[src/line_jitter_pkg.sv]
// Constants, types and helper functions shared by the line channel configuration block.
//
// Function
// - Writing a one to the soft-reset bit of a channel starts a reset of that channel alone.
// - A channel soft reset ends within one microsecond of its start.
// - The soft-reset bit clears itself when its reset has ended.
// - The line-standard bit counts only while the hardware standard pin-mode input is low.
// - A line-standard value of zero selects T1/J1 and one selects E1, with zero after reset.
// - The line-standard bit survives a channel soft reset while the rest of the channel is cleared.
// - The channel registers repeat for 22 channels, channels 1 to 21 at a 0x40 stride and channel 0 at 0x7C0.
// - The receive attenuator runs only while its enable bit is one, and it is off after reset.
// - With receive fill limiting on, the receive output rate is adjusted when its FIFO is within two bits of full or empty.
// - The receive depth field gives 128 bits for 00, 64 bits for 01 and 32 bits for 1X.
// - The receive bandwidth bit picks 5 Hz or 6.77 Hz when zero and 1.26 Hz or 0.87 Hz when one, for T1/J1 or E1.
// - The transmit attenuator runs only while its enable bit is one, and it is off after reset.
// - With transmit fill limiting on, the transmit output rate is adjusted when its FIFO is within two bits of full or empty.
// - The transmit depth field gives 128 bits for 00, 64 bits for 01 and 32 bits for 1X.
// - The transmit bandwidth bit picks 5 Hz or 6.77 Hz when zero and 1.26 Hz for T1/J1 when one.
// - The one-second timer status flag sits in bit 0 of a global register whose other bits read zero.
package line_jitter_pkg;

	localparam int NUM_CHAN = 22;
	localparam int ADDR_W = 13;
	localparam int IDX_W = 11;

	////////////////////////////////////////////////////////////////////////////
	// Register indices; the byte address is four times the index.
	localparam logic [IDX_W-1:0] CHAN0_BASE_IDX = 11'h7C0;
	localparam logic [5:0] REG_CFG_IDX = 6'h01;
	localparam logic [5:0] REG_TXA_IDX = 6'h02;
	localparam logic [5:0] REG_RXA_IDX = 6'h03;
	localparam logic [4:0] LAST_STRIDE_SLOT = 5'h14;
	localparam logic [IDX_W-1:0] TIMER_STAT_IDX = 11'h3C0;
	localparam logic [IDX_W-1:0] TIMER_MASK_IDX = 11'h3E0;

	////////////////////////////////////////////////////////////////////////////
	// Field positions and reset values.
	localparam int CFG_STD_BIT = 0;
	localparam int CFG_SRST_BIT = 1;
	localparam int ATT_BW_BIT = 0;
	localparam int ATT_DP_LSB = 1;
	localparam int ATT_EN_BIT = 3;
	localparam int ATT_LIMIT_BIT = 4;
	localparam int ATT_FIELD_W = 5;
	localparam int TIMER_FLAG_BIT = 0;
	localparam logic [7:0] CFG_RESET = 8'h00;
	localparam logic [ATT_FIELD_W-1:0] ATT_RESET = 5'h00;

	////////////////////////////////////////////////////////////////////////////
	// Timing: the soft reset is a longest time, so the count rounds down.
	localparam int CLK_PERIOD_PS = 8000;
	localparam int SRST_TIME_PS = 1000000;
	localparam int SRST_CNT_W = 8;
	localparam logic [SRST_CNT_W-1:0] SRST_CYCLES = SRST_CNT_W'(SRST_TIME_PS / CLK_PERIOD_PS);

	////////////////////////////////////////////////////////////////////////////
	// Attenuator FIFO depths and the fill margin.
	localparam int FILL_W = 8;
	localparam logic [FILL_W-1:0] DEPTH_128 = 8'h80;
	localparam logic [FILL_W-1:0] DEPTH_64 = 8'h40;
	localparam logic [FILL_W-1:0] DEPTH_32 = 8'h20;
	localparam logic [FILL_W-1:0] FILL_MARGIN = 8'h02;

	localparam logic [1:0] AXI_OKAY = 2'h0;
	localparam logic [1:0] AXI_SLVERR = 2'h2;

	typedef enum logic [1:0] {
		CORNER_5HZ = 2'h0,
		CORNER_6P77HZ = 2'h1,
		CORNER_1P26HZ = 2'h2,
		CORNER_0P87HZ = 2'h3
	} corner_e;

	typedef enum logic [1:0] {
		RATE_HOLD = 2'h0,
		RATE_SLOW = 2'h1,
		RATE_FAST = 2'h2
	} rate_e;

	typedef struct packed {
		logic enable;
		logic fill_limit;
		logic [FILL_W-1:0] depth_bits;
		corner_e corner;
	} atten_cfg_s;

	typedef struct packed {
		logic hit_chan;
		logic [4:0] chan;
		logic [1:0] reg_sel;
		logic hit_stat;
		logic hit_mask;
	} addr_dec_s;

	function automatic addr_dec_s decode(input logic [ADDR_W-1:0] addr);
		logic [IDX_W-1:0] idx;
		addr_dec_s d;
		idx = addr[ADDR_W-1:2];
		d = '0;
		d.hit_stat = (idx == TIMER_STAT_IDX);
		d.hit_mask = (idx == TIMER_MASK_IDX);
		d.reg_sel = idx[1:0];
		if (idx[5:0] >= REG_CFG_IDX && idx[5:0] <= REG_RXA_IDX)
		begin
			if (idx[10:6] == CHAN0_BASE_IDX[10:6])
			begin
				d.hit_chan = 1'b1;
				d.chan = 5'h00;
			end
			else if (idx[10:6] <= LAST_STRIDE_SLOT)
			begin
				d.hit_chan = 1'b1;
				d.chan = idx[10:6] + 5'h01;
			end
		end
		return d;
	endfunction

	function automatic atten_cfg_s atten_cfg(input logic [ATT_FIELD_W-1:0] raw, input logic e1);
		atten_cfg_s c;
		c = '0;
		c.enable = raw[ATT_EN_BIT];
		if (raw[ATT_EN_BIT])
		begin
			c.fill_limit = raw[ATT_LIMIT_BIT];
			if (raw[ATT_DP_LSB+1])
				c.depth_bits = DEPTH_32;
			else if (raw[ATT_DP_LSB])
				c.depth_bits = DEPTH_64;
			else
				c.depth_bits = DEPTH_128;
			case ({raw[ATT_BW_BIT], e1})
				2'b00: c.corner = CORNER_5HZ;
				2'b01: c.corner = CORNER_6P77HZ;
				2'b10: c.corner = CORNER_1P26HZ;
				default: c.corner = CORNER_0P87HZ;
			endcase
		end
		return c;
	endfunction

	// Fill at or beyond depth minus the margin drains faster; fill at or below the margin drains slower.
	function automatic rate_e rate_adjust(input atten_cfg_s c, input logic [FILL_W-1:0] fill);
		rate_e r;
		r = RATE_HOLD;
		if (c.enable && c.fill_limit)
		begin
			if (fill >= c.depth_bits - FILL_MARGIN)
				r = RATE_FAST;
			else if (fill <= FILL_MARGIN)
				r = RATE_SLOW;
		end
		return r;
	endfunction

endpackage

[src/line_sync3.sv]
// Three-stage synchroniser that accepts a new level once the last two stages agree.
`timescale 1ns/1ps
module line_sync3 #(
	parameter int WIDTH = 2
) (
	input wire logic aclk,
	input wire logic aresetn,
	input wire logic [WIDTH-1:0] async_in,
	output logic [WIDTH-1:0] sync_out
);

	logic [WIDTH-1:0] s1_r;
	logic [WIDTH-1:0] s2_r;
	logic [WIDTH-1:0] s3_r;
	logic [WIDTH-1:0] out_r;
	logic [WIDTH-1:0] out_nxt;

	always_comb
	begin
		out_nxt = out_r;
		for (int i = 0; i < WIDTH; i++)
		begin
			if (s2_r[i] == s3_r[i])
				out_nxt[i] = s3_r[i];
		end
	end

	always_ff @(posedge aclk)
	begin
		if (!aresetn)
		begin
			s1_r <= '0;
			s2_r <= '0;
			s3_r <= '0;
			out_r <= '0;
		end
		else
		begin
			s1_r <= async_in;
			s2_r <= s1_r;
			s3_r <= s2_r;
			out_r <= out_nxt;
		end
	end

	assign sync_out = out_r;

endmodule

[src/line_chan_slice.sv]
// Configuration registers, soft reset and attenuator controls of one line channel.
`timescale 1ns/1ps
module line_chan_slice (
	input wire logic aclk,
	input wire logic aresetn,
	input wire logic wr_stb,
	input wire logic [1:0] wr_reg,
	input wire logic [7:0] wr_data,
	input wire logic pin_mode,
	input wire logic pin_standard,
	input wire logic [line_jitter_pkg::FILL_W-1:0] rx_fill,
	input wire logic [line_jitter_pkg::FILL_W-1:0] tx_fill,
	output logic [7:0] cfg_rd,
	output logic [7:0] txa_rd,
	output logic [7:0] rxa_rd,
	output logic chan_reset,
	output logic line_standard,
	output line_jitter_pkg::atten_cfg_s rx_cfg,
	output line_jitter_pkg::atten_cfg_s tx_cfg,
	output line_jitter_pkg::rate_e rx_rate,
	output line_jitter_pkg::rate_e tx_rate
);

	logic line_std_r;
	logic line_std_nxt;
	logic busy_r;
	logic busy_nxt;
	logic [line_jitter_pkg::SRST_CNT_W-1:0] cnt_r;
	logic [line_jitter_pkg::SRST_CNT_W-1:0] cnt_nxt;
	logic [line_jitter_pkg::ATT_FIELD_W-1:0] txa_r;
	logic [line_jitter_pkg::ATT_FIELD_W-1:0] txa_nxt;
	logic [line_jitter_pkg::ATT_FIELD_W-1:0] rxa_r;
	logic [line_jitter_pkg::ATT_FIELD_W-1:0] rxa_nxt;
	logic std_eff_r;
	logic std_eff_nxt;
	line_jitter_pkg::atten_cfg_s rx_cfg_r;
	line_jitter_pkg::atten_cfg_s rx_cfg_nxt;
	line_jitter_pkg::atten_cfg_s tx_cfg_r;
	line_jitter_pkg::atten_cfg_s tx_cfg_nxt;
	line_jitter_pkg::rate_e rx_rate_r;
	line_jitter_pkg::rate_e rx_rate_nxt;
	line_jitter_pkg::rate_e tx_rate_r;
	line_jitter_pkg::rate_e tx_rate_nxt;

	////////////////////////////////////////////////////////////////////////////
	// Register state and the soft-reset countdown.
	always_comb
	begin
		line_std_nxt = line_std_r;
		busy_nxt = busy_r;
		cnt_nxt = cnt_r;
		txa_nxt = txa_r;
		rxa_nxt = rxa_r;
		if (busy_r)
		begin
			// Channel state is held clear for the whole reset, but the standard bit is left alone.
			txa_nxt = line_jitter_pkg::ATT_RESET;
			rxa_nxt = line_jitter_pkg::ATT_RESET;
			cnt_nxt = cnt_r - 1'b1;
			if (cnt_r == 1'b1)
				busy_nxt = 1'b0;
		end
		if (wr_stb)
		begin
			case (wr_reg)
				line_jitter_pkg::REG_CFG_IDX[1:0]:
				begin
					line_std_nxt = wr_data[line_jitter_pkg::CFG_STD_BIT];
					if (wr_data[line_jitter_pkg::CFG_SRST_BIT])
					begin
						busy_nxt = 1'b1;
						cnt_nxt = line_jitter_pkg::SRST_CYCLES;
					end
				end
				// Writes landing during a soft reset are dropped, since the reset owns these fields.
				line_jitter_pkg::REG_TXA_IDX[1:0]:
					if (!busy_r)
						txa_nxt = wr_data[line_jitter_pkg::ATT_FIELD_W-1:0];
				line_jitter_pkg::REG_RXA_IDX[1:0]:
					if (!busy_r)
						rxa_nxt = wr_data[line_jitter_pkg::ATT_FIELD_W-1:0];
				default:
				begin
				end
			endcase
		end
	end

	////////////////////////////////////////////////////////////////////////////
	// Effective settings seen by the datapath.
	always_comb
	begin
		std_eff_nxt = pin_mode ? pin_standard : line_std_r;
		rx_cfg_nxt = line_jitter_pkg::atten_cfg(rxa_r, std_eff_r);
		tx_cfg_nxt = line_jitter_pkg::atten_cfg(txa_r, std_eff_r);
		rx_rate_nxt = line_jitter_pkg::rate_adjust(rx_cfg_r, rx_fill);
		tx_rate_nxt = line_jitter_pkg::rate_adjust(tx_cfg_r, tx_fill);
	end

	always_ff @(posedge aclk)
	begin
		if (!aresetn)
		begin
			line_std_r <= line_jitter_pkg::CFG_RESET[line_jitter_pkg::CFG_STD_BIT];
			busy_r <= 1'b0;
			cnt_r <= '0;
			txa_r <= line_jitter_pkg::ATT_RESET;
			rxa_r <= line_jitter_pkg::ATT_RESET;
			std_eff_r <= 1'b0;
			rx_cfg_r <= '0;
			tx_cfg_r <= '0;
			rx_rate_r <= line_jitter_pkg::RATE_HOLD;
			tx_rate_r <= line_jitter_pkg::RATE_HOLD;
		end
		else
		begin
			line_std_r <= line_std_nxt;
			busy_r <= busy_nxt;
			cnt_r <= cnt_nxt;
			txa_r <= txa_nxt;
			rxa_r <= rxa_nxt;
			std_eff_r <= std_eff_nxt;
			rx_cfg_r <= rx_cfg_nxt;
			tx_cfg_r <= tx_cfg_nxt;
			rx_rate_r <= rx_rate_nxt;
			tx_rate_r <= tx_rate_nxt;
		end
	end

	assign cfg_rd = {6'h00, busy_r, line_std_r};
	assign txa_rd = {3'h0, txa_r};
	assign rxa_rd = {3'h0, rxa_r};
	assign chan_reset = busy_r;
	assign line_standard = std_eff_r;
	assign rx_cfg = rx_cfg_r;
	assign tx_cfg = tx_cfg_r;
	assign rx_rate = rx_rate_r;
	assign tx_rate = tx_rate_r;

endmodule

[src/line_jitter_config.sv]
// AXI4-Lite register bank for 22 line channels with jitter attenuator settings and a one-second timer interrupt.
`timescale 1ns/1ps
module line_jitter_config #(
	parameter int NUM_CHAN = line_jitter_pkg::NUM_CHAN
) (
	input wire logic aclk,
	input wire logic aresetn,
	input wire logic [line_jitter_pkg::ADDR_W-1:0] s_axi_awaddr,
	input wire logic s_axi_awvalid,
	output logic s_axi_awready,
	input wire logic [31:0] s_axi_wdata,
	input wire logic [3:0] s_axi_wstrb,
	input wire logic s_axi_wvalid,
	output logic s_axi_wready,
	output logic [1:0] s_axi_bresp,
	output logic s_axi_bvalid,
	input wire logic s_axi_bready,
	input wire logic [line_jitter_pkg::ADDR_W-1:0] s_axi_araddr,
	input wire logic s_axi_arvalid,
	output logic s_axi_arready,
	output logic [31:0] s_axi_rdata,
	output logic [1:0] s_axi_rresp,
	output logic s_axi_rvalid,
	input wire logic s_axi_rready,
	input wire logic hw_standard_pin_mode,
	input wire logic hw_line_standard,
	input wire logic second_tick,
	input wire logic [NUM_CHAN-1:0][line_jitter_pkg::FILL_W-1:0] rx_fill,
	input wire logic [NUM_CHAN-1:0][line_jitter_pkg::FILL_W-1:0] tx_fill,
	output logic [NUM_CHAN-1:0] chan_reset,
	output logic [NUM_CHAN-1:0] line_standard,
	output line_jitter_pkg::atten_cfg_s [NUM_CHAN-1:0] rx_atten_cfg,
	output line_jitter_pkg::atten_cfg_s [NUM_CHAN-1:0] tx_atten_cfg,
	output line_jitter_pkg::rate_e [NUM_CHAN-1:0] rx_rate_adjust,
	output line_jitter_pkg::rate_e [NUM_CHAN-1:0] tx_rate_adjust,
	output logic irq
);

	typedef enum logic {
		WR_IDLE = 1'b0,
		WR_RESP = 1'b1
	} wr_state_e;

	typedef enum logic {
		RD_IDLE = 1'b0,
		RD_DATA = 1'b1
	} rd_state_e;

	wr_state_e wr_state_r;
	wr_state_e wr_state_nxt;
	rd_state_e rd_state_r;
	rd_state_e rd_state_nxt;
	logic aw_held_r;
	logic aw_held_nxt;
	logic w_held_r;
	logic w_held_nxt;
	logic [line_jitter_pkg::ADDR_W-1:0] awaddr_r;
	logic [line_jitter_pkg::ADDR_W-1:0] awaddr_nxt;
	logic [7:0] wdata_r;
	logic [7:0] wdata_nxt;
	logic wstrb0_r;
	logic wstrb0_nxt;
	logic [1:0] bresp_r;
	logic [1:0] bresp_nxt;
	logic [31:0] rdata_r;
	logic [31:0] rdata_nxt;
	logic [1:0] rresp_r;
	logic [1:0] rresp_nxt;
	logic stat_r;
	logic stat_nxt;
	logic mask_r;
	logic mask_nxt;
	logic irq_r;
	logic irq_nxt;
	logic wr_fire;
	logic stat_clr;
	line_jitter_pkg::addr_dec_s wdec;
	line_jitter_pkg::addr_dec_s rdec;
	logic [1:0] pins_sync;
	logic [NUM_CHAN-1:0] wr_stb;
	logic [7:0] cfg_rd [NUM_CHAN];
	logic [7:0] txa_rd [NUM_CHAN];
	logic [7:0] rxa_rd [NUM_CHAN];

	////////////////////////////////////////////////////////////////////////////
	// Pin synchronisation.
	line_sync3 #(
		.WIDTH(2)
	) u_pin_sync (
		.aclk(aclk),
		.aresetn(aresetn),
		.async_in({hw_line_standard, hw_standard_pin_mode}),
		.sync_out(pins_sync)
	);

	////////////////////////////////////////////////////////////////////////////
	// Channel slices.
	always_comb
	begin
		wdec = line_jitter_pkg::decode(awaddr_r);
		rdec = line_jitter_pkg::decode(s_axi_araddr);
		wr_fire = (wr_state_r == WR_IDLE) && aw_held_r && w_held_r;
		for (int i = 0; i < NUM_CHAN; i++)
			wr_stb[i] = wr_fire && wstrb0_r && wdec.hit_chan && (wdec.chan == 5'(i));
	end

	for (genvar g = 0; g < NUM_CHAN; g++)
	begin : g_chan
		line_chan_slice u_slice (
			.aclk(aclk),
			.aresetn(aresetn),
			.wr_stb(wr_stb[g]),
			.wr_reg(wdec.reg_sel),
			.wr_data(wdata_r),
			.pin_mode(pins_sync[0]),
			.pin_standard(pins_sync[1]),
			.rx_fill(rx_fill[g]),
			.tx_fill(tx_fill[g]),
			.cfg_rd(cfg_rd[g]),
			.txa_rd(txa_rd[g]),
			.rxa_rd(rxa_rd[g]),
			.chan_reset(chan_reset[g]),
			.line_standard(line_standard[g]),
			.rx_cfg(rx_atten_cfg[g]),
			.tx_cfg(tx_atten_cfg[g]),
			.rx_rate(rx_rate_adjust[g]),
			.tx_rate(tx_rate_adjust[g])
		);
	end

	////////////////////////////////////////////////////////////////////////////
	// Write channel: address and data are taken in either order, then one response.
	always_comb
	begin
		wr_state_nxt = wr_state_r;
		aw_held_nxt = aw_held_r;
		w_held_nxt = w_held_r;
		awaddr_nxt = awaddr_r;
		wdata_nxt = wdata_r;
		wstrb0_nxt = wstrb0_r;
		bresp_nxt = bresp_r;
		mask_nxt = mask_r;
		if (s_axi_awvalid && s_axi_awready)
		begin
			aw_held_nxt = 1'b1;
			awaddr_nxt = s_axi_awaddr;
		end
		if (s_axi_wvalid && s_axi_wready)
		begin
			w_held_nxt = 1'b1;
			wdata_nxt = s_axi_wdata[7:0];
			wstrb0_nxt = s_axi_wstrb[0];
		end
		case (wr_state_r)
			WR_IDLE:
				if (wr_fire)
				begin
					aw_held_nxt = 1'b0;
					w_held_nxt = 1'b0;
					wr_state_nxt = WR_RESP;
					// The status register is cleared by reading, so a write to it is accepted and has no effect.
					if (wdec.hit_chan || wdec.hit_stat)
						bresp_nxt = line_jitter_pkg::AXI_OKAY;
					else if (wdec.hit_mask)
					begin
						bresp_nxt = line_jitter_pkg::AXI_OKAY;
						if (wstrb0_r)
							mask_nxt = wdata_r[line_jitter_pkg::TIMER_FLAG_BIT];
					end
					else
						bresp_nxt = line_jitter_pkg::AXI_SLVERR;
				end
			WR_RESP:
				if (s_axi_bready)
					wr_state_nxt = WR_IDLE;
			default:
				wr_state_nxt = WR_IDLE;
		endcase
	end

	////////////////////////////////////////////////////////////////////////////
	// Read channel and the timer status flag.
	always_comb
	begin
		rd_state_nxt = rd_state_r;
		rdata_nxt = rdata_r;
		rresp_nxt = rresp_r;
		stat_clr = 1'b0;
		case (rd_state_r)
			RD_IDLE:
				if (s_axi_arvalid)
				begin
					rd_state_nxt = RD_DATA;
					rdata_nxt = 32'h0000_0000;
					rresp_nxt = line_jitter_pkg::AXI_OKAY;
					if (rdec.hit_stat)
					begin
						rdata_nxt[line_jitter_pkg::TIMER_FLAG_BIT] = stat_r;
						stat_clr = 1'b1;
					end
					else if (rdec.hit_mask)
						rdata_nxt[line_jitter_pkg::TIMER_FLAG_BIT] = mask_r;
					else if (rdec.hit_chan && rdec.reg_sel == line_jitter_pkg::REG_CFG_IDX[1:0])
						rdata_nxt[7:0] = cfg_rd[rdec.chan];
					else if (rdec.hit_chan && rdec.reg_sel == line_jitter_pkg::REG_TXA_IDX[1:0])
						rdata_nxt[7:0] = txa_rd[rdec.chan];
					else if (rdec.hit_chan)
						rdata_nxt[7:0] = rxa_rd[rdec.chan];
					else
						rresp_nxt = line_jitter_pkg::AXI_SLVERR;
				end
			RD_DATA:
				if (s_axi_rready)
					rd_state_nxt = RD_IDLE;
			default:
				rd_state_nxt = RD_IDLE;
		endcase
		// A tick in the same cycle as the clearing read sets the flag again, so no second is lost.
		stat_nxt = (stat_r && !stat_clr) || second_tick;
		irq_nxt = stat_r && mask_r;
	end

	always_ff @(posedge aclk)
	begin
		if (!aresetn)
		begin
			wr_state_r <= WR_IDLE;
			rd_state_r <= RD_IDLE;
			aw_held_r <= 1'b0;
			w_held_r <= 1'b0;
			awaddr_r <= '0;
			wdata_r <= 8'h00;
			wstrb0_r <= 1'b0;
			bresp_r <= line_jitter_pkg::AXI_OKAY;
			rdata_r <= 32'h0000_0000;
			rresp_r <= line_jitter_pkg::AXI_OKAY;
			stat_r <= 1'b0;
			mask_r <= 1'b0;
			irq_r <= 1'b0;
		end
		else
		begin
			wr_state_r <= wr_state_nxt;
			rd_state_r <= rd_state_nxt;
			aw_held_r <= aw_held_nxt;
			w_held_r <= w_held_nxt;
			awaddr_r <= awaddr_nxt;
			wdata_r <= wdata_nxt;
			wstrb0_r <= wstrb0_nxt;
			bresp_r <= bresp_nxt;
			rdata_r <= rdata_nxt;
			rresp_r <= rresp_nxt;
			stat_r <= stat_nxt;
			mask_r <= mask_nxt;
			irq_r <= irq_nxt;
		end
	end

	assign s_axi_awready = (wr_state_r == WR_IDLE) && !aw_held_r;
	assign s_axi_wready = (wr_state_r == WR_IDLE) && !w_held_r;
	assign s_axi_bvalid = (wr_state_r == WR_RESP);
	assign s_axi_bresp = bresp_r;
	assign s_axi_arready = (rd_state_r == RD_IDLE);
	assign s_axi_rvalid = (rd_state_r == RD_DATA);
	assign s_axi_rdata = rdata_r;
	assign s_axi_rresp = rresp_r;
	assign irq = irq_r;

endmodule

[config.mk]
export PLATFORM = sky130hd
export DESIGN_NAME = line_jitter_config
export DESIGN_NICKNAME = d
export VERILOG_FILES = /design/src/line_jitter_pkg.sv /design/src/line_sync3.sv /design/src/line_chan_slice.sv /design/src/line_jitter_config.sv
export SDC_FILE = /design/constraint.sdc
export NUM_CORES = 2
export LEC_CHECK = 0
export BUFFER_PORTS_ARGS = -buffer_cell sky130_fd_sc_hd__buf_2
export CORE_AREA = 2 2 436 438
export CTS_CLUSTER_SIZE = 8
export DETAILED_ROUTE_END_ITERATION = 16
export DIE_AREA = 0 0 438 440
export GPL_TIMING_DRIVEN = 0
export HOLD_SLACK_MARGIN = 0.05
export PLACE_DENSITY = 0.5
export SLEW_MARGIN = 20
export SYNTH_ARGS = -nofsm -noshare
export SYNTH_HDL_FRONTEND = slang
export SYNTH_SLANG_ARGS = --single-unit
[constraint.sdc]
create_clock -name aclk -period 4.1 [get_ports aclk]
set_clock_uncertainty 0.15 [all_clocks]
set_input_delay 0.615 -clock aclk [delete_from_list [all_inputs] [get_ports aclk]]
set_output_delay 0.615 -clock aclk [all_outputs]
set_load 0.1 [all_outputs]
# Yosys cells after proc, flatten, opt, wreduce, memory -nomap -nowiden
# Index checks and enable logic that the tools add are counted.
# totals
regBits,1124
output_inout_bits,702
word_cells,1849
in_bits,424
# classes
mux,660
reduce_logical,331
order_cmp,95
add_sub_neg,68
n_eq_ne,144
bitwise,93
# op_table
cell,count
8-bit two-way mux,141
5-bit two-way mux,176
8-bit >= comparator,44
"8-bit by 2-bit <= comparator with 1-bit output, second input constant",44
"8-bit by 2-bit subtractor with 8-bit output, second input constant",44
6-bit two-way mux,50
2-bit one-hot mux with 3 select lines,44
3-bit OR reduction,88
2-bit AND reduction,112
1-bit two-way mux,191
"8-bit by 1-bit equality test with 1-bit output, second input constant",22
"8-bit by 1-bit subtractor with 8-bit output, second input constant",22
8-bit binary-select mux with 5-bit select,3
2-bit two-way mux,51
"2-bit equality test, second input constant",47
"2-bit by 1-bit equality test with 1-bit output, second input constant",46
1-bit inverter,92
2-bit zero test,44
1-bit logical AND,80
"11-bit by 10-bit equality test with 1-bit output, second input constant",4
"5-bit by 4-bit equality test with 1-bit output, second input constant",8
"5-bit equality test, second input constant",8
"5-bit by 3-bit equality test with 1-bit output, second input constant",4
7-bit two-way mux,2
14 further kinds,24

# Depth between registers and ports, before layout
# logic_depth
depth_word,13
ltp_mapped,13
ltp_nobuf,11

# Hierarchy
# From an unflattened synthesis, not the netlist that was laid out.
# unflattened
cells_unflattened,5031
hier_area_um2,46453.3
# by_module_without_submodules
mod,cells_each,n_inst,area_per_inst_um2,seq_area_each_um2
line_chan_slice at g_chan[0].u_slice ...,179,19,1752.9,780.7
line_jitter_config,1070,1,7651.1,740.7
line_chan_slice at g_chan[5].u_slice,180,1,1754.2,780.7
line_chan_slice at g_chan[9].u_slice,181,1,1752.9,780.7
line_chan_slice at g_chan[8].u_slice,179,1,1751.7,780.7
line_sync3,20,1,237.7,160.2

# Worst setup path after synthesis
# No wires, ideal clock.
# synth_timing
path_type,in2reg
start,input s_axi_araddr[8] (netlist bit)
end,"register rdata_r[0], in the netlist s_axi_rdata[0]"
cell_stages,12
setup_ns,0.128
arrival_time_ns,3.130
slack_ns,0.691
n_path_buf,1
path_cell_list,ha_1 and3_1 ha_1 a21oi_1 o21ai_1 or3_1 buf_2 o221ai_2 o311ai_1 or4b_1 a211oi_1 o211ai_1
# synth_via
elab_chain_cells,13
word_cells_on_any_way,25
classes_between,add/sub (1); order compare (1); eq/ne (3); mux (17); bitwise (1); reduce/logical (2)
# synth_rtl
element,line,source
start: declaration,line_jitter_config.sv:18,"input wire logic [line_jitter_pkg::ADDR_W-1:0] s_axi_araddr,"
5-bit by 1-bit adder with 5-bit output or 5-bit <= comparator (tied branches),"line_jitter_pkg.sv:113, line_jitter_pkg.sv:110",
6-bit two-way mux,line_jitter_pkg.sv:110,else if (idx[10:6] <= LAST_STRIDE_SLOT)
6-bit two-way mux,line_jitter_pkg.sv:105,if (idx[10:6] == CHAN0_BASE_IDX[10:6])
6-bit two-way mux,line_jitter_pkg.sv:103,if (idx[5:0] >= REG_CFG_IDX && idx[5:0] <= REG_RXA_IDX)
5-bit inverter with 6-bit output (implied by the code),"line_jitter_config.sv:204, line_jitter_config.sv:206, line_jitter_config.sv:208",
8-bit binary-select mux with 5-bit select,line_jitter_config.sv:208,rdata_nxt[7:0] = rxa_rd[rdec.chan];
8-bit two-way mux (implied by the code) (2 in series),line_jitter_config.sv:208,
8-bit two-way mux,line_jitter_config.sv:207,else if (rdec.hit_chan)
8-bit two-way mux,line_jitter_config.sv:205,else if (rdec.hit_chan && rdec.reg_sel == line_jitter_pkg::REG_TXA_IDX[1:0])
8-bit two-way mux,line_jitter_config.sv:203,else if (rdec.hit_chan && rdec.reg_sel == line_jitter_pkg::REG_CFG_IDX[1:0])
1-bit two-way mux,line_jitter_config.sv:201,else if (rdec.hit_mask)
1-bit two-way mux (*),line_jitter_config.sv:196,if (rdec.hit_stat)
end signal: assignment,line_jitter_config.sv:251,rdata_r <= rdata_nxt;
end: declaration,line_jitter_config.sv:65,logic [31:0] rdata_r;
# Every way passes the cells marked *; elsewhere a longest branch is shown, timed or not. The select of a mux whose other input is x is not followed.
# A chain may end at the register's enable or synchronous reset.

# Worst setup path after layout
# Same ends and word-level chain as after synthesis.

==> impl_metrics.py <==
metrics = {
    "clocking": {
        "clkSinkCount": 897,
        "clk-insertion-delay-late_ns": 0.80,
        "cts_tree": "yes",
        "worst_setup_hold_path_clk_slew_ns": 0.06,
        "cts_made_buffers": 133,
        "cts_max_level": 4,
        "cts-root-to-sink-buffers": 3,
        "cts_root_buffer": "sky130_fd_sc_hd__clkbuf_16",
    },
    "global_route": {
        "grt_antenna_before_repair": 45,
        "wire_length_of_the_first_global_routing_pass_um": 297000,
        "grt_max_degree": 17,
        "track_usage": 0.219,
        "grt_overflow": 0,
        "first_global_vias": 38100,
    },
    "drt": {
        "route.final.wire_length_um": 220000,
        "ant_nets": 0,
        "drt_first_iter_violations": 2969,
        "drt-pass1-iter-count": 7,
        "routed_wire_length_per_instance_um": 25.6,
        "via_count": 39500,
        "via_per_inst": 4.60,
        "drcViolationCount": 0,
    },
    "worst_hold_path": {
        "holdCritPathClass": "in -> reg",
    },
    "synth": {
        "yosysTopAreaCell": "sky130_fd_sc_hd__dfxtp_1",
        "synth-edff-count": 0,
        "synth.area.top_cells": "sky130_fd_sc_hd__dfxtp_1, sky130_fd_sc_hd__ha_1, sky130_fd_sc_hd__buf_4",
        "synth.yosys.warnings": 0,
        "post-synth-top-area-fraction": 0.433,
        "synth_cell_types": 80,
        "synth.top_cells.by_count": "sky130_fd_sc_hd__dfxtp_1, sky130_fd_sc_hd__nand2_1, sky130_fd_sc_hd__buf_4, sky130_fd_sc_hd__and3_1, sky130_fd_sc_hd__a21oi_1",
        "synthArstFlopShare": 0,
        "synth.ff_latch_count": 897,
        "synth_area_per_cell_um2": 8.98,
        "postSynthCellCount": 4623,
        "post_synthesis_cell_area_um2": 41500,
        "dominantRegCellSynth": "sky130_fd_sc_hd__dfxtp_1",
        "synth.most_common_cell": "sky130_fd_sc_hd__dfxtp_1",
        "yosysSeqAreaShare": 0.433,
    },
    "final_layout": {
        "layout.nets": 6665,
        "fillers": 20200,
        "area_growth_pct": 33.6,
        "multiInputGateArea_um2": 20700,
        "share_of_post_route_cells_with_drive_strength_above_1": 0.238,
        "area.sequential_um2": 18000,
        "finalNonFillerCells": 8582,
    },
    "setup_path": {
        "cp.arrival_ns": 4.71,
        "slowest_delay_ns": 0.89,
        "critPathKind": "in -> reg",
        "path_delay_family": "buffers and inverters",
        "end_kind": "register",
        "worstPathMaxFanout": 10,
        "worstPathCellList": "buf_2 -> clkinv_1 -> ha_2 -> clkbuf_1 -> mux2i_1 -> a21oi_1 -> o31ai_1 -> o22ai_1 -> or4b_1 -> a211oi_1 -> o211ai_1",
        "startpoint_type": "primary input",
        "worst-path-buf-inv": 3,
        "crit_required_ns": 4.61,
        "cp_slowest_cell": "sky130_fd_sc_hd__clkbuf_1",
    },
    "floorplan": {
        "io-pin-count": 1126,
        "design.core.area_um2": 189000,
        "chipHeight_um": 440,
        "die_area_um2": 193000,
        "chipWidth_um": 438,
        "initial_core_util": 0.220,
        "core.rowCount": 160,
    },
    "timing": {
        "period_utilisation_layout": 1.03,
        "maxSlewHeadroom": 0.129,
        "worst_setup_slack_after_layout_ns": -0.103,
        "final_period_minus_worst_setup_slack_ns": 4.20,
        "maxSlewViolCount": 0,
        "hold_viol": 0,
        "grt_setup_unrepaired": "false",
        "max_freq_ghz": 0.238,
        "transition_time_at_the_pin_with_the_least_slew_margin_ns": 1.31,
        "final-setup-viol-count": 4,
    },
    "placed_design": {
        "gp_congestion": 0.998,
        "port-buffer-count": 841,
        "place_hpwl_um": 178000,
        "place_inst": 8227,
        "setup_slack_placement_ns": -1.16,
    },
    "power_and_ir_drop": {
        "power-per-cell-area_nw_per_um2": 387,
        "finalPower_mw": 21.4,
        "power.leakage_nw": 25.0,
        "ir_drop_mv": 0.429,
    },
    "run_status": {
        "outcome": "finished, violations left",
        "violations_in_the_final_reports": "negative setup slack",
    },
    "run": {
        "drv_cap": 0,
    },
}
## worst register-to-register path, delay by kind of cell, from the launching register on
kind	cells	cell delay (ns)
and+or+nand+nor	5	1.92
buffers and inverters	2	0.84
adders and majority gates	2	0.49
DFF	1	0.34
AOI/OAI and AO/OA	1	0.20
## power by group
group          internal (mW)  total [mW]  switching, mW  leakage [nW]
registers               8.75        8.77         0.0171          7.23
clock network           6.03        10.3           4.23          1.82
logic                  0.549        2.41           1.86          16.0
total                   15.3        21.4           6.11          25.0
## cell families (layout without fill, tap and decap cells)
| kind of cell | Yosys count | count (layout) | share of synthesized area |
|---|---|---|---|
| buffers and inverters | 725 | 1899 | 0.0932 |
| muxes | 134 | 134 | 0.0333 |
| DFF | 897 | 897 | 0.433 |
| adders and majority gates | 226 | 226 | 0.0681 |
| xor gates and xnor gates | 202 | 202 | 0.0426 |
| AOI/OAI and AO/OA | 860 | 860 | 0.138 |
| and+or+nand+nor | 1578 | 1578 | 0.191 |
| other | 1 | 275 | 0.0000904 |
## flip-flops by register name, indices dropped and copies added (netlist names), 44 cells and up
name / cells
g_chan.u_slice.cnt_r: 176
g_chan.u_slice.rxa_r: 110
g_chan.u_slice.tx_cfg: 154
g_chan.u_slice.txa_r: 110
g_chan.u_slice.tx_rate: 44
g_chan.u_slice.rx_rate: 44
g_chan.u_slice.rx_cfg: 154
## cell usage in the layout (no fill, tap or decap), drive strengths merged, types with 29 or more instances in the layout
cell	instances
xnor2	135
inv	198
nor3	99
a31o	45
conb	249
nor2	233
a21boi	183
nand2	490
a2111oi	48
xor2	67
nand3	197
ha	226
o21ai	127
a211oi	50
nor3b	46
clkbuf	324
dlygate4sd3	163
dfxtp	897
a21o	45
nor2b	29
buf	1201
and3	278
mux2i	119
nand2b	50
nor4	68
a21oi	243
## metal layers
metal | vias to the layer above | wire length [um] | global-route usage
met5 | - | 62 | 0
met4 | 10 | 14900 | 0.137
met3 | 478 | 14200 | 0.0448
met2 | 1710 | 103000 | 0.363
met1 | 18900 | 87400 | 0.258
li1 | 18300 | - | -
## path summary, 6_finish.rpt
check                  startpoint  cells after the start                       endpoint  slack, ns
setup / recovery  s_axi_araddr[8]                     11                 s_axi_rdata[0]      -0.10
hold / removal        rx_fill[92]                      3  g_chan[11].u_slice.rx_rate[0]       0.09
setup reg to reg      awaddr_r[9]                     10  g_chan[16].u_slice.line_std_r       0.08
hold reg to reg       awaddr_r[4]                      2                    awaddr_r[4]       0.31
## area by class of cell
class                      instances  area share
multi-input combinational       3249       0.373
clock buffer                     148      0.0620
tap                             2511      0.0567
sequential                       897       0.324
clock inverter                    17     0.00530
inverter                         194      0.0131
timing repair buffer            1010       0.107
antenna                           26     0.00117
buffer                           530      0.0569
## per-stage QoR
step                TNS (ns)  cell area [um2]  utilization  hold WS [ns]
finish                -0.131            55400        0.294        0.0894
detailed placement     -5.15            49900        0.265         0.305
CTS                        0            55300        0.293        0.0516
global placement     -114.95            49800        0.264         0.295
floorplan                  0            42400            -         0.262
global route               0            55400        0.294        0.0838
## repair_timing
item	in CTS	in global routing
gates resized for setup	2	10
hold buffers	163	0
endpoints found under the setup margin	4	60
buffers inserted	0	2
endpoints found under the hold margin	77	0
pin swaps	0	1
Note: power is estimated with default switching activity, not from simulation.
